`config.mk`:
```
export PLATFORM = sky130hd
export DESIGN_NAME = static_bank_timing
export DESIGN_NICKNAME = d
export VERILOG_FILES = /design/src/bank_regs.v /design/src/half_cycle_strobe.v /design/src/static_bank_timing.v
export VERILOG_INCLUDE_DIRS = /design/src
export SDC_FILE = /design/constraint.sdc
export NUM_CORES = 1
export LEC_CHECK = 0
export BUFFER_PORTS_ARGS = -buffer_cell sky130_fd_sc_hd__buf_2
export CAP_MARGIN = 10
export CORE_ASPECT_RATIO = 2
export CORE_MARGIN = 10
export CORE_UTILIZATION = 36
export DETAILED_ROUTE_END_ITERATION = 7
export PLACE_DENSITY = 0.66
export SYNTH_ARGS = -nofsm -noshare
export SYNTH_HDL_FRONTEND = slang
export SYNTH_HIERARCHICAL = 1
export SYNTH_SLANG_ARGS = --single-unit
```
`constraint.sdc`:
```
create_clock -name mclk -period 7.3 [get_ports mclk]
set_input_delay 1.46 -clock mclk [delete_from_list [all_inputs] [get_ports mclk]]
set_output_delay 1.46 -clock mclk [all_outputs]
set_load 0.01 [all_outputs]
```
`src/static_bank_map.vh`:
```
// Constants for the static memory bank timing block: register offsets,
// field positions, reset values and timing floors.
// Assumes inclusion by bare name from the design files of this block.
`ifndef STATIC_BANK_MAP_VH
`define STATIC_BANK_MAP_VH

// Register offsets (bytes) and per-bank field indices
`define BANK_STRIDE      8'h1c
`define WAITCTL_BASE     8'h70
`define FLD_IDLE         3'h0
`define FLD_READ_WAIT    3'h1
`define FLD_WRITE_WAIT   3'h2
`define FLD_OE_DELAY     3'h3
`define FLD_WE_DELAY     3'h4
`define FLD_CONFIG       3'h5
`define FLD_STATUS       3'h6
`define FLD_WAITCTL      3'h7

// Reset values
`define RST_READ_WAIT    5'h1f
`define RST_WRITE_WAIT   5'h1f
`define RST_OE_DELAY     4'h0
`define RST_WE_DELAY     4'h1
`define RST_CONFIG0      8'h80
`define RST_CONFIG1      8'h00
`define RST_CONFIG2      8'h40
`define RST_CONFIG3      8'h00
`define RST_WAITCTL      3'h0

// Configuration field positions and writable mask
`define CFG_WIDTH_HI     7
`define CFG_WIDTH_LO     6
`define CFG_BURST        5
`define CFG_WPROT        4
`define CFG_SELECT_POLARITY        3
`define CFG_RBLE         0
`define CFG_WRITE_MASK   8'hf9
`define WCTL_DELAY_EN    0
`define WCTL_WAIT_EN     1
`define WCTL_WAIT_POL    2

// Bus width codes
`define WIDTH_8          2'h0
`define WIDTH_16         2'h1
`define WIDTH_32         2'h2

// Shortest access lengths in clocks
`define MIN_READ_CYCLES  5'h01
`define MIN_WRITE_CYCLES 5'h02

`endif

```
`src/bank_regs.v`:
```
// One bank's timing and configuration register set.
// Assumes the parent decodes the bank and field and writes full words.
`timescale 1ns/10ps
`include "static_bank_map.vh"

module bank_regs #(
	parameter [7:0] CONFIG_RESET = `RST_CONFIG0
) (
	input  wire        mclk,                // System clock
	input  wire        reset,               // Synchronous reset, active high
	input  wire        wr_en,               // Write strobe for this bank
	input  wire [2:0]  wr_field,            // Field index within the bank
	input  wire [31:0] wr_data,             // Write data
	output reg  [4:0]  read_wait_count_reg, // First read wait states
	output reg  [4:0]  write_wait_count_reg,// Write or burst wait states
	output reg  [3:0]  oe_delay_count_reg,  // Select to output enable
	output reg  [3:0]  we_delay_count_reg,  // Select to write enable
	output reg  [7:0]  config_reg,          // Bank configuration
	output reg  [2:0]  wait_ctl_reg         // Delay enable, wait enable and wait polarity
);

	////////////////////////////////////////////////////////////////////////
	// Register writes; unused upper bits are simply not stored
	always @(posedge mclk) begin
		if (reset) begin
			read_wait_count_reg  <= `RST_READ_WAIT;
			write_wait_count_reg <= `RST_WRITE_WAIT;
			oe_delay_count_reg   <= `RST_OE_DELAY;
			we_delay_count_reg   <= `RST_WE_DELAY;
			config_reg           <= CONFIG_RESET;
			wait_ctl_reg         <= `RST_WAITCTL;
		end else if (wr_en) begin
			case (wr_field)
				`FLD_READ_WAIT:  read_wait_count_reg  <= wr_data[4:0];
				`FLD_WRITE_WAIT: write_wait_count_reg <= wr_data[4:0];
				`FLD_OE_DELAY:   oe_delay_count_reg   <= wr_data[3:0];
				`FLD_WE_DELAY:   we_delay_count_reg   <= wr_data[3:0];
				// Reserved bits 2 to 1 are held at zero
				`FLD_CONFIG:     config_reg <= wr_data[7:0] & `CFG_WRITE_MASK;
				`FLD_WAITCTL:    wait_ctl_reg         <= wr_data[2:0];
				default: begin
				end
			endcase
		end
	end

endmodule

```
`src/half_cycle_strobe.v`:
```
// Falling-edge retiming stage for the write strobe.
// Assumes the window input is produced by rising-edge logic of mclk.
`timescale 1ns/10ps
`include "static_bank_map.vh"

module half_cycle_strobe (
	input  wire mclk,       // System clock
	input  wire reset,      // Synchronous reset, active high
	input  wire window,     // Strobe window from the rising-edge logic
	output reg  strobe_reg  // Window delayed by half a clock
);

	////////////////////////////////////////////////////////////////////////
	// Sampling on the falling edge moves both edges of the window half a
	// clock later, so the strobe opens and closes mid-cycle.
	always @(negedge mclk) begin
		if (reset) begin
			strobe_reg <= 1'b0;
		end else begin
			strobe_reg <= window;
		end
	end

endmodule

```
`src/static_bank_timing.v`:
```
// Static memory bank timing block: APB register slave, per-bank timing
// registers and the external access sequencer with width splitting.
// Assumes one clock, synchronous requests and synchronous memory inputs.
//
// Contract
// - Write wait field, 5 bits, resets 1Fh
// - Burst ROM uses write waits for bursts
// - Burst flash bursts handled like burst ROM
// - Output-enable delay field, 4 bits, resets 0
// - Output enable drops with chip select
// - Write-enable delay field, 4 bits, resets 1
// - Zero delay: WE half clock after select
// - WE drops half clock before select
// - Byte lanes follow write-enable timing exactly
// - Wide transfers split into narrower external ones
// - Config upper bits read zero
// - Assertion delays apply only when enabled
// - Wait input gated and polarity selectable
// - Width code 00/01/10, per-bank reset
// - Select polarity bit, active low reset
// - Bursts to four, split at quads
//
// The register offsets and register access over APB were left to the implementer.
`timescale 1ns/10ps
`include "static_bank_map.vh"

module static_bank_timing #(
	parameter ADDR_W = 24                 // External address width
) (
	input  wire              mclk,        // System clock, 125 MHz
	input  wire              reset,       // Synchronous reset, active high
	input  wire              psel,        // APB select
	input  wire              penable,     // APB enable
	input  wire              pwrite,      // APB direction
	input  wire [7:0]        paddr,       // APB byte address
	input  wire [31:0]       pwdata,      // APB write data
	output wire              pready,      // APB ready
	output reg  [31:0]       prdata,      // APB read data
	output wire              pslverr,     // APB error on unmapped address
	input  wire              req_valid,   // Internal transfer request
	output wire              req_ready,   // Request taken when both high
	input  wire              req_write,   // Write when high
	input  wire [1:0]        req_bank,    // Target bank
	input  wire [ADDR_W-1:0] req_addr,    // Byte address in bank
	input  wire [1:0]        req_size,    // 0 byte, 1 half, 2 word
	input  wire              req_seq,     // Sequential to previous read
	input  wire [31:0]       req_wdata,   // Write data, little endian
	output reg               rsp_valid,   // Transfer complete pulse
	output reg  [31:0]       rsp_rdata,   // Read data
	output reg               rsp_error,   // Write to protected bank
	output wire [3:0]        mem_cs,      // Chip selects, bank polarity
	output wire              mem_oe_n,    // Output enable, active low
	output wire              mem_we_n,    // Write enable, active low
	output wire [3:0]        mem_blsel_n, // Byte lane selects, active low
	output reg  [ADDR_W-1:0] mem_addr,    // External address
	output reg  [31:0]       mem_dout,    // External write data
	output wire              mem_dout_en, // High while data pins driven
	input  wire [31:0]       mem_din,     // External read data
	input  wire              mem_wait     // External wait input
);

	////////////////////////////////////////////////////////////////////////
	// Sequencer states
	localparam [1:0] ST_IDLE   = 2'h0;  // No access
	localparam [1:0] ST_ACCESS = 2'h1;  // Chip select active
	localparam [1:0] ST_GAP    = 2'h2;  // Select released between beats

	////////////////////////////////////////////////////////////////////////
	// Helper functions

	// Decode an APB address into {valid, bank, field}
	function [5:0] decode_addr;
		input [7:0] a;
		reg   [7:0] base;
		reg   [7:0] rel;
		integer     i;
		begin
			decode_addr = 6'h00;
			base = 8'h00;
			for (i = 0; i < 4; i = i + 1) begin
				rel = a - base;
				if (a >= base && rel < `BANK_STRIDE && a[1:0] == 2'h0) begin
					decode_addr = {1'b1, i[1:0], rel[4:2]};
				end
				base = base + `BANK_STRIDE;
			end
			rel = a - `WAITCTL_BASE;
			if (a >= `WAITCTL_BASE && rel < 8'h10 && a[1:0] == 2'h0) begin
				decode_addr = {1'b1, a[3:2], `FLD_WAITCTL};
			end
		end
	endfunction

	// Reserved width code is served as a 32-bit bus
	function [1:0] width_of;
		input [7:0] cfg;
		begin
			if (cfg[`CFG_WIDTH_HI:`CFG_WIDTH_LO] == 2'h3) begin
				width_of = `WIDTH_32;
			end else begin
				width_of = cfg[`CFG_WIDTH_HI:`CFG_WIDTH_LO];
			end
		end
	endfunction

	// Bit position of a beat's data within the internal word
	function [5:0] beat_shift;
		input [1:0] beat;
		input [1:0] w;
		begin
			beat_shift = {1'b0, beat, 3'h0} << w;
		end
	endfunction

	// Lanes used by one beat, from size, bus width and byte offset
	function [3:0] lane_mask;
		input [1:0] size;
		input [1:0] w;
		input [1:0] off;
		reg   [1:0] s;
		begin
			s = (size < w) ? size : w;
			case (s)
				2'h0:    lane_mask = 4'h1 << off;
				2'h1:    lane_mask = 4'h3 << off;
				default: lane_mask = 4'hf;
			endcase
		end
	endfunction

	////////////////////////////////////////////////////////////////////////
	// Per-bank register copies
	wire [4:0] rd_wait [0:3];   // Read wait states per bank
	wire [4:0] wr_wait [0:3];   // Write or burst wait states per bank
	wire [3:0] oe_dly  [0:3];   // Output-enable delay per bank
	wire [3:0] we_dly  [0:3];   // Write-enable delay per bank
	wire [7:0] cfg     [0:3];   // Configuration per bank
	wire [2:0] wctl    [0:3];   // Delay and wait-input control per bank

	wire [5:0] dec       = decode_addr(paddr);   // Decoded APB address
	wire       dec_ok    = dec[5];               // Address is mapped
	wire [1:0] dec_bank  = dec[4:3];             // Addressed bank
	wire [2:0] dec_field = dec[2:0];             // Addressed field
	wire       apb_setup = psel & ~penable;      // APB setup phase
	wire       apb_acc   = psel & penable;       // APB access phase
	wire       apb_wr    = apb_acc & pwrite & dec_ok;

	genvar g;
	generate
		for (g = 0; g < 4; g = g + 1) begin : bank
			// Each bank owns its registers; the access picks by bank
			bank_regs #(
				.CONFIG_RESET(g == 0 ? `RST_CONFIG0 : g == 1 ? `RST_CONFIG1 :
					g == 2 ? `RST_CONFIG2 : `RST_CONFIG3)
			) u_regs (
				.mclk                (mclk),
				.reset               (reset),
				.wr_en               (apb_wr && dec_bank == g),
				.wr_field            (dec_field),
				.wr_data             (pwdata),
				.read_wait_count_reg (rd_wait[g]),
				.write_wait_count_reg(wr_wait[g]),
				.oe_delay_count_reg  (oe_dly[g]),
				.we_delay_count_reg  (we_dly[g]),
				.config_reg          (cfg[g]),
				.wait_ctl_reg        (wctl[g])
			);
		end
	endgenerate

	////////////////////////////////////////////////////////////////////////
	// APB slave: zero wait states, read data captured in the setup phase
	assign pready  = 1'b1;
	assign pslverr = apb_acc & ~dec_ok;

	// Read mux; idle and status words are not kept here and read zero
	reg [31:0] read_word;
	always @* begin
		read_word = 32'h0000_0000;
		case (dec_field)
			`FLD_READ_WAIT:  read_word[4:0] = rd_wait[dec_bank];
			`FLD_WRITE_WAIT: read_word[4:0] = wr_wait[dec_bank];
			`FLD_OE_DELAY:   read_word[3:0] = oe_dly[dec_bank];
			`FLD_WE_DELAY:   read_word[3:0] = we_dly[dec_bank];
			`FLD_CONFIG:     read_word[7:0] = cfg[dec_bank];
			`FLD_WAITCTL:    read_word[2:0] = wctl[dec_bank];
			default:         read_word = 32'h0000_0000;
		endcase
	end

	// Register the read word so prdata comes from a flip-flop
	always @(posedge mclk) begin
		if (reset) begin
			prdata <= 32'h0000_0000;
		end else if (apb_setup) begin
			prdata <= dec_ok ? read_word : 32'h0000_0000;
		end
	end

	////////////////////////////////////////////////////////////////////////
	// Sequencer state
	reg  [1:0]        state_reg;     // Sequencer state
	reg  [1:0]        bank_reg;      // Bank of the transfer
	reg               write_reg;     // Transfer direction
	reg  [1:0]        size_reg;      // Transfer size code
	reg  [31:0]       wdata_reg;     // Whole write word
	reg  [1:0]        beat_reg;      // Current beat number
	reg  [1:0]        last_beat_reg; // Number of the final beat
	reg  [4:0]        elapsed_reg;   // Clocks since select asserted
	reg  [4:0]        len_reg;       // Length of this beat in clocks
	reg  [3:0]        lanes_reg;     // Lanes of this beat
	reg  [31:0]       acc_reg;       // Read data assembled so far

	// Request fields from the port when idle, else from the transfer
	wire        idle     = (state_reg == ST_IDLE);
	wire [1:0]  sel_bank = idle ? req_bank : bank_reg;
	wire [7:0]  cur_cfg  = cfg[sel_bank];
	wire [2:0]  cur_wctl = wctl[sel_bank];
	wire [1:0]  cur_w    = width_of(cur_cfg);
	wire        cur_wr   = idle ? req_write : write_reg;
	wire [1:0]  cur_size = idle ? req_size : size_reg;
	wire [ADDR_W-1:0] cur_addr = idle ? req_addr : mem_addr;
	wire [1:0]  next_beat = idle ? 2'h0 : beat_reg + 2'h1;
	wire [1:0]  cur_off  = cur_addr[1:0] & ~(2'h3 << cur_w);
	wire [ADDR_W-1:0] bus_bytes = {{(ADDR_W-3){1'b0}}, 3'h1 << cur_w};

	////////////////////////////////////////////////////////////////////////
	// Beat length. A read that continues a burst inside a quad uses the
	// second wait count; the quad boundary forces the first count again.
	// Split beats after the first count as sequential.
	wire [ADDR_W-1:0] loc_index = cur_addr >> cur_w;
	wire        in_quad  = (loc_index[1:0] != 2'h0);
	wire        seq_rd   = (idle ? req_seq : 1'b1) & in_quad;
	wire        burst_rd = ~cur_wr & cur_cfg[`CFG_BURST] & seq_rd;
	reg  [4:0]  beat_len;
	always @* begin
		if (cur_wr) begin
			// Writes need two clocks so the strobe fits inside select
			beat_len = (wr_wait[sel_bank] < `MIN_WRITE_CYCLES) ?
				`MIN_WRITE_CYCLES : wr_wait[sel_bank];
		end else if (burst_rd) begin
			beat_len = (wr_wait[sel_bank] < `MIN_READ_CYCLES) ?
				`MIN_READ_CYCLES : wr_wait[sel_bank];
		end else begin
			beat_len = (rd_wait[sel_bank] < `MIN_READ_CYCLES) ?
				`MIN_READ_CYCLES : rd_wait[sel_bank];
		end
	end

	// Number of the last beat when the transfer is wider than the bus
	wire [1:0]  split_last = (cur_size > cur_w) ?
		((2'h1 << (cur_size - cur_w)) - 2'h1) : 2'h0;

	////////////////////////////////////////////////////////////////////////
	// Access timing within a beat
	wire        in_access = (state_reg == ST_ACCESS);
	wire        dly_en    = cur_wctl[`WCTL_DELAY_EN];
	wire        last_clk  = (elapsed_reg == len_reg - 5'h01);
	// Wait input only counts when enabled, at the chosen level
	wire        stalled   = cur_wctl[`WCTL_WAIT_EN] &
		(mem_wait == cur_wctl[`WCTL_WAIT_POL]);
	wire        finishing = in_access & last_clk & ~stalled;
	wire        oe_due    = ~dly_en | (elapsed_reg >= {1'b0, oe_dly[bank_reg]});
	wire        we_due    = ~dly_en | (elapsed_reg >= {1'b0, we_dly[bank_reg]});
	// Window closes in the final clock so the strobe ends mid-cycle
	wire        we_window = in_access & write_reg & we_due & ~finishing;
	wire        we_strobe;                                             // Retimed strobe
	wire        prot_hit  = idle & req_valid & req_write & cur_cfg[`CFG_WPROT];

	// Falling-edge stage: strobe rises half a clock after the window
	half_cycle_strobe u_we (
		.mclk      (mclk),
		.reset     (reset),
		.window    (we_window),
		.strobe_reg(we_strobe)
	);

	// Read piece of this beat, aligned into the internal word
	wire [31:0] bus_mask  = (cur_w == `WIDTH_8) ? 32'h0000_00ff :
		(cur_w == `WIDTH_16) ? 32'h0000_ffff : 32'hffff_ffff;
	wire [31:0] rd_piece  = ((mem_din >> {cur_off, 3'h0}) & bus_mask) <<
		beat_shift(beat_reg, cur_w);
	wire [31:0] acc_next  = acc_reg | rd_piece;

	////////////////////////////////////////////////////////////////////////
	// Sequencer: start, run, and split wide transfers into beats
	always @(posedge mclk) begin
		if (reset) begin
			state_reg     <= ST_IDLE;
			bank_reg      <= 2'h0;
			write_reg     <= 1'b0;
			size_reg      <= 2'h0;
			wdata_reg     <= 32'h0000_0000;
			beat_reg      <= 2'h0;
			last_beat_reg <= 2'h0;
			elapsed_reg   <= 5'h00;
			len_reg       <= 5'h01;
			lanes_reg     <= 4'h0;
			acc_reg       <= 32'h0000_0000;
			mem_addr      <= {ADDR_W{1'b0}};
			mem_dout      <= 32'h0000_0000;
			rsp_valid     <= 1'b0;
			rsp_rdata     <= 32'h0000_0000;
			rsp_error     <= 1'b0;
		end else begin
			rsp_valid <= 1'b0;
			rsp_error <= 1'b0;
			case (state_reg)
				ST_IDLE: begin
					if (prot_hit) begin
						// Protected bank: answer at once, pins stay idle
						rsp_valid <= 1'b1;
						rsp_error <= 1'b1;
					end else if (req_valid) begin
						state_reg     <= ST_ACCESS;
						bank_reg      <= req_bank;
						write_reg     <= req_write;
						size_reg      <= req_size;
						wdata_reg     <= req_wdata;
						beat_reg      <= 2'h0;
						last_beat_reg <= split_last;
						elapsed_reg   <= 5'h00;
						len_reg       <= beat_len;
						lanes_reg     <= lane_mask(req_size, cur_w, cur_off);
						acc_reg       <= 32'h0000_0000;
						mem_addr      <= req_addr;
						mem_dout      <= req_wdata << {cur_off, 3'h0};
					end
				end
				ST_ACCESS: begin
					if (!last_clk) begin
						elapsed_reg <= elapsed_reg + 5'h01;
					end
					if (finishing) begin
						acc_reg <= acc_next;
						if (beat_reg == last_beat_reg) begin
							state_reg <= ST_IDLE;
							rsp_valid <= 1'b1;
							rsp_rdata <= write_reg ? 32'h0000_0000 : acc_next;
						end else begin
							// Select drops for one clock between beats
							state_reg <= ST_GAP;
							mem_addr  <= mem_addr + bus_bytes;
						end
					end
				end
				ST_GAP: begin
					// Next narrower beat of the same transfer
					state_reg   <= ST_ACCESS;
					beat_reg    <= next_beat;
					elapsed_reg <= 5'h00;
					len_reg     <= beat_len;
					lanes_reg   <= lane_mask(size_reg, cur_w, 2'h0);
					mem_dout    <= wdata_reg >> beat_shift(next_beat, cur_w);
				end
				default: begin
					state_reg <= ST_IDLE;
				end
			endcase
		end
	end

	////////////////////////////////////////////////////////////////////////
	// Pin outputs. Select and output enable come from the same state
	// term, so both are released on the same edge.
	assign req_ready = idle;

	genvar c;
	generate
		for (c = 0; c < 4; c = c + 1) begin : sel
			// Polarity bit set gives an active-high select
			assign mem_cs[c] = cfg[c][`CFG_SELECT_POLARITY] ?
				(in_access && bank_reg == c) : ~(in_access && bank_reg == c);
		end
	endgenerate

	assign mem_oe_n    = ~(in_access & ~write_reg & oe_due);
	assign mem_we_n    = ~we_strobe;
	assign mem_dout_en = in_access & write_reg;

	// Byte lanes: write lanes ride on the write strobe itself; reads hold
	// them low only when the read-lane option is set.
	assign mem_blsel_n = ~((lanes_reg & {4{we_strobe & write_reg}}) |
		{4{in_access & ~write_reg & cfg[bank_reg][`CFG_RBLE]}});

endmodule

```
# ---- Yosys cells after proc, flatten, opt, wreduce, memory -nomap -nowiden
# Cells that the tools add are included.
dict set report totals {
  output_inout_bits 136
  input_bits 141
  wordCells 327
  regBits 320
}
dict set report classes {
  n_eq_ne 26
  mux 107
  bitwise_logic 48
  n_shift 12
  n_addsub 10
  reduce_logical 61
  magnitude_cmp 21
}
# op count
set op_table {}
lappend op_table {{two-way mux 32 bit} 8}
lappend op_table {{case mux 32 bit (2 select lines)} 2}
lappend op_table {{two-way mux 24 bit} 5}
lappend op_table {{two-way mux 5 bit} 18}
lappend op_table {{binary-select mux 8 bit (select 2 bit)} 3}
lappend op_table {{case mux 24 bit (2 select lines)} 1}
lappend op_table {{AND reduction 2 bit} 24}
lappend op_table {{binary-select mux 5 bit (select 2 bit)} 4}
lappend op_table {{less-than comparator 8 x 5 -> 1 bit (second input constant)} 5}
lappend op_table {{two-way mux 4 bit} 10}
lappend op_table {{two-way mux 8 bit} 5}
lappend op_table {{AND 32 bit} 1}
lappend op_table {{binary-select mux 4 bit (select 2 bit)} 4}
lappend op_table {{OR 32 bit} 1}
lappend op_table {{<< shifter 32 x 5 -> 32 bit} 1}
lappend op_table {{<< shifter 32 x 6 -> 32 bit} 1}
lappend op_table {{right shift 32 x 5 -> 32 bit} 1}
lappend op_table {{right shift 32 x 6 -> 32 bit} 1}
lappend op_table {{two-way mux 6 bit} 5}
lappend op_table {{two-way mux 2 bit} 13}
lappend op_table {{adder 24 x 3 -> 24 bit} 1}
lappend op_table {{case mux 4 bit (2 select lines)} 3}
lappend op_table {{right shift 24 x 2 -> 2 bit} 1}
lappend op_table {{AND 1 bit} 21}
lappend op_table {{61 further kinds} 146}

# ---- Longest topological paths before layout
dict set report logic_depth {
  word_depth 17
  mapped_depth 21
  depth_no_buf 18
}

# ---- Cells and area by module
# The synthesis kept the hierarchy.
# mod n_inst cells_each seq_area_each_um2 area_per_inst_um2
set by_module_without_submodules {}
lappend by_module_without_submodules {static_bank_timing 1 1616 3743.6 13057.5}
lappend by_module_without_submodules {{bank_regs (bank[1].u_regs ...)} 2 112 540.5 1164.9}
lappend by_module_without_submodules {{bank_regs (bank[0].u_regs ...)} 2 112 540.5 1159.9}
lappend by_module_without_submodules {half_cycle_strobe 1 3 20.0 37.5}

==> qor.yml <==
run_status:
  status: "finished, final reports clean"
route:
  drtAntennaViolNets: 0
  wl_per_cell_um: 23.57
  first_iter_violations: 1493
  drt_pre_antenna_iters: 8
  via_per_inst: 5.907
  drc: 0
  dr_total_vias: 16950
  wl_um: 67620
setup_path:
  reg2reg_to: "u_we/strobe_reg$_SDFF_NP0_"
  required_ps: 5840
  r2r_slack_ps: 1150
  r2r_cells: 9
  crit_path_start_kind: "register"
  path_class: "reg -> out"
  cp.arrival_ps: 5140
  crit_fanout: 5
  endpoint_kind: "output pin"
  rr_startpoint: "bank_reg[1]$_SDFFE_PP0P_"
clock_network:
  cts-root-buf: "clkbuf_16"
  cts_tree: "built"
  clock-sinks: 296
  h-tree-depth: 1
  cts_hold_buffers: 0
  cts.path.max_buffers: 3
  post_cts_buffers: 0
  cts_resized: 0
  worstSkewPairLatency_ps: 620
  cts_buffers: 28
  clk_pin_slew_worst_paths_ps: 70
layout:
  synthToLayoutAreaGrowth_pct: 13.49
  drive_above_1_share: 0.1817
  nNetsFinal: 2371
pwr:
  p_leak_nw: 8.055
  irDropWorstVdd_mv: 0.1837
  total_power_mw: 4.161
  power_density_nw_per_um2: 206.6
grt:
  grt_max_degree: 112
  grt_pass1_wl_um: 100400
  grt_usage: 0.2168
  gr-total-overflow: 0
  grt_pass1_vias: 16690
  antenna_found_initial: 6
synth:
  synth-simple-area-share: 0.2107
  synthDistinctLibCells: 98
  ys_seq_area_frac: 0.3339
  avgSynthCellArea_um2: 8.585
  async_flop_share: 0
  synth-seq-cells: 296
  synth_compound_area_frac: 0.2022
  synth-xor-area-share: 0.008391
  synth_fa_ha_area_frac: 0.02129
  postSynthCellCount: 2067
  synth_top_family_by_area: "simple AND/OR/NAND/NOR gates"
  syn_area_um2: 17740
  muxShareOfSynthArea: 0.1576
  yosys_warnings: 6
  synth_ff_type: "dfxtp_1"
  synth_edf_count: 0
min_path:
  min_from: "wdata_reg[3]$_SDFFE_PP0P_"
  worstHoldPathCells: 2
  hold-path-endpoint: "wdata_reg[3]$_SDFFE_PP0P_"
  hp-class: "reg -> reg"
floorplanning:
  die_w_um: 177.0
  core.rowCount: 115
  die_height_um: 334.0
  start_util: 0.3616
  io_pins: 277
  die_area_um2: 59110
  core_area_um2: 49070
sta:
  final-setup-viol-count: 0
  maxSlewHeadroom: 0.2428
  slew_violations: 0
  hold_viol_final: 0
  rsz0062_at_grt: "false"
  skew_ps: 48.32
  setup_tns_ps: 0
  worst_pin_slew_ps: 1125
place:
  portBuffers: 227
  place_congestion: 1.003
  place_hpwl_um: 51320
flow_run:
  cap_violations: 0
-- metrics by stage --
step | std cells | hold slack [ps] | setup slack (ps) | utilization | cell area (µm²)
5_1_grt | 2868 | 470.0 | 666.4 | 0.4104 | 20140
2_1_floorplan | 2094 | 435.7 | 184.3 | - | 17850
6_report | 2869 | 458.6 | 695.1 | 0.4104 | 20140
4_1_cts | 2866 | 456.1 | 700.2 | 0.4103 | 20130
3_5_place_dp | 2814 | 446.7 | 424.2 | 0.3900 | 19140
3_3_place_gp | 2814 | 441.0 | 445.9 | 0.3900 | 19140
-- critical path: stages (launching register included) --
cell and delay, ps:
dfxtp_1 360, a31oi_1 320, buf_2 200
-- cell usage after synthesis, drive strengths merged, types with 31 or more instances --
cell type | number | share of area
nor2 | 229 | 0.050
a211oi | 35 | 0.016
o21ai | 62 | 0.017
buf | 93 | 0.036
mux2i | 196 | 0.11
nand3 | 31 | 0.0090
nand2 | 214 | 0.046
nand2b | 106 | 0.037
a21oi | 138 | 0.039
inv | 37 | 0.0082
dfxtp | 296 | 0.33
clkbuf | 94 | 0.020
a22oi | 34 | 0.016
a221oi | 32 | 0.016
mux4 | 33 | 0.042
nor3 | 75 | 0.022
-- placed cells by master (no fill, tap or decap), drive strengths merged, types with 14 or more instances in the layout --
cell     instances
inv             41
nand2b         106
nand2          214
mux2i          196
a211o           14
nor2b           14
a2111oi         16
o22ai           21
nand3           31
mux4            33
nor3            75
a21oi          138
ha              27
a221oi          32
a31oi           14
a211oi          35
conb            33
buf            263
a22o            21
nor2           229
a22oi           34
o21ai           62
dfxtp          296
clkbuf          34
-- final cells by class --
cell class                      instances  area [µm²]
Fill cell                            4875       28930
Multi-Input combinational cell       1573       10830
Sequential cell                       296        5926
Timing Repair Buffer                  264        1423
Tap cell                              643       804.5
Clock buffer                           33       760.7
Clock inverter                         20       236.5
Inverter                               37       146.4
Antenna cell                            3       7.507
-- power breakdown --
| part | total, mW | switching, mW | internal, mW |
|---|---|---|---|
| clock | 1.62 | 0.717 | 0.899 |
| sequential | 1.73 | 0.0553 | 1.67 |
| combinational | 0.817 | 0.529 | 0.288 |
-- how the worst max path moves through the flow --
stage / start / to / slack, ps
after global routing: u_we/strobe_reg$_SDFF_NP0_ / mem_blsel_n[2] / 670
after global placement: req_bank[1] / u_we/strobe_reg$_SDFF_NP0_ / 450
after CTS: u_we/strobe_reg$_SDFF_NP0_ / mem_blsel_n[0] / 700
after floorplan: req_bank[1] / u_we/strobe_reg$_SDFF_NP0_ / 180
final: u_we/strobe_reg$_SDFF_NP0_ / mem_blsel_n[3] / 700
after detailed placement: req_bank[1] / u_we/strobe_reg$_SDFF_NP0_ / 420
-- cell families (layout without fill, tap and decap cells) --
logic type,count (synthesis),in the layout
mux,236,236
xor+xnor,17,17
other cells,6,36
fa+ha+maj,29,29
buf+inv,225,354
compound gates,498,498
flops,296,296
simple gates,760,760
-- metal layers --
layer,global-route usage,up-vias,part of all wire
met5,0,-,0.00061
met4,0.1693,6,0.086
met3,0.03657,266,0.068
met2,0.3964,796,0.52
met1,0.2088,8105,0.33
li1,-,7775,-
Note: power is estimated with default switching activity, not from simulation.
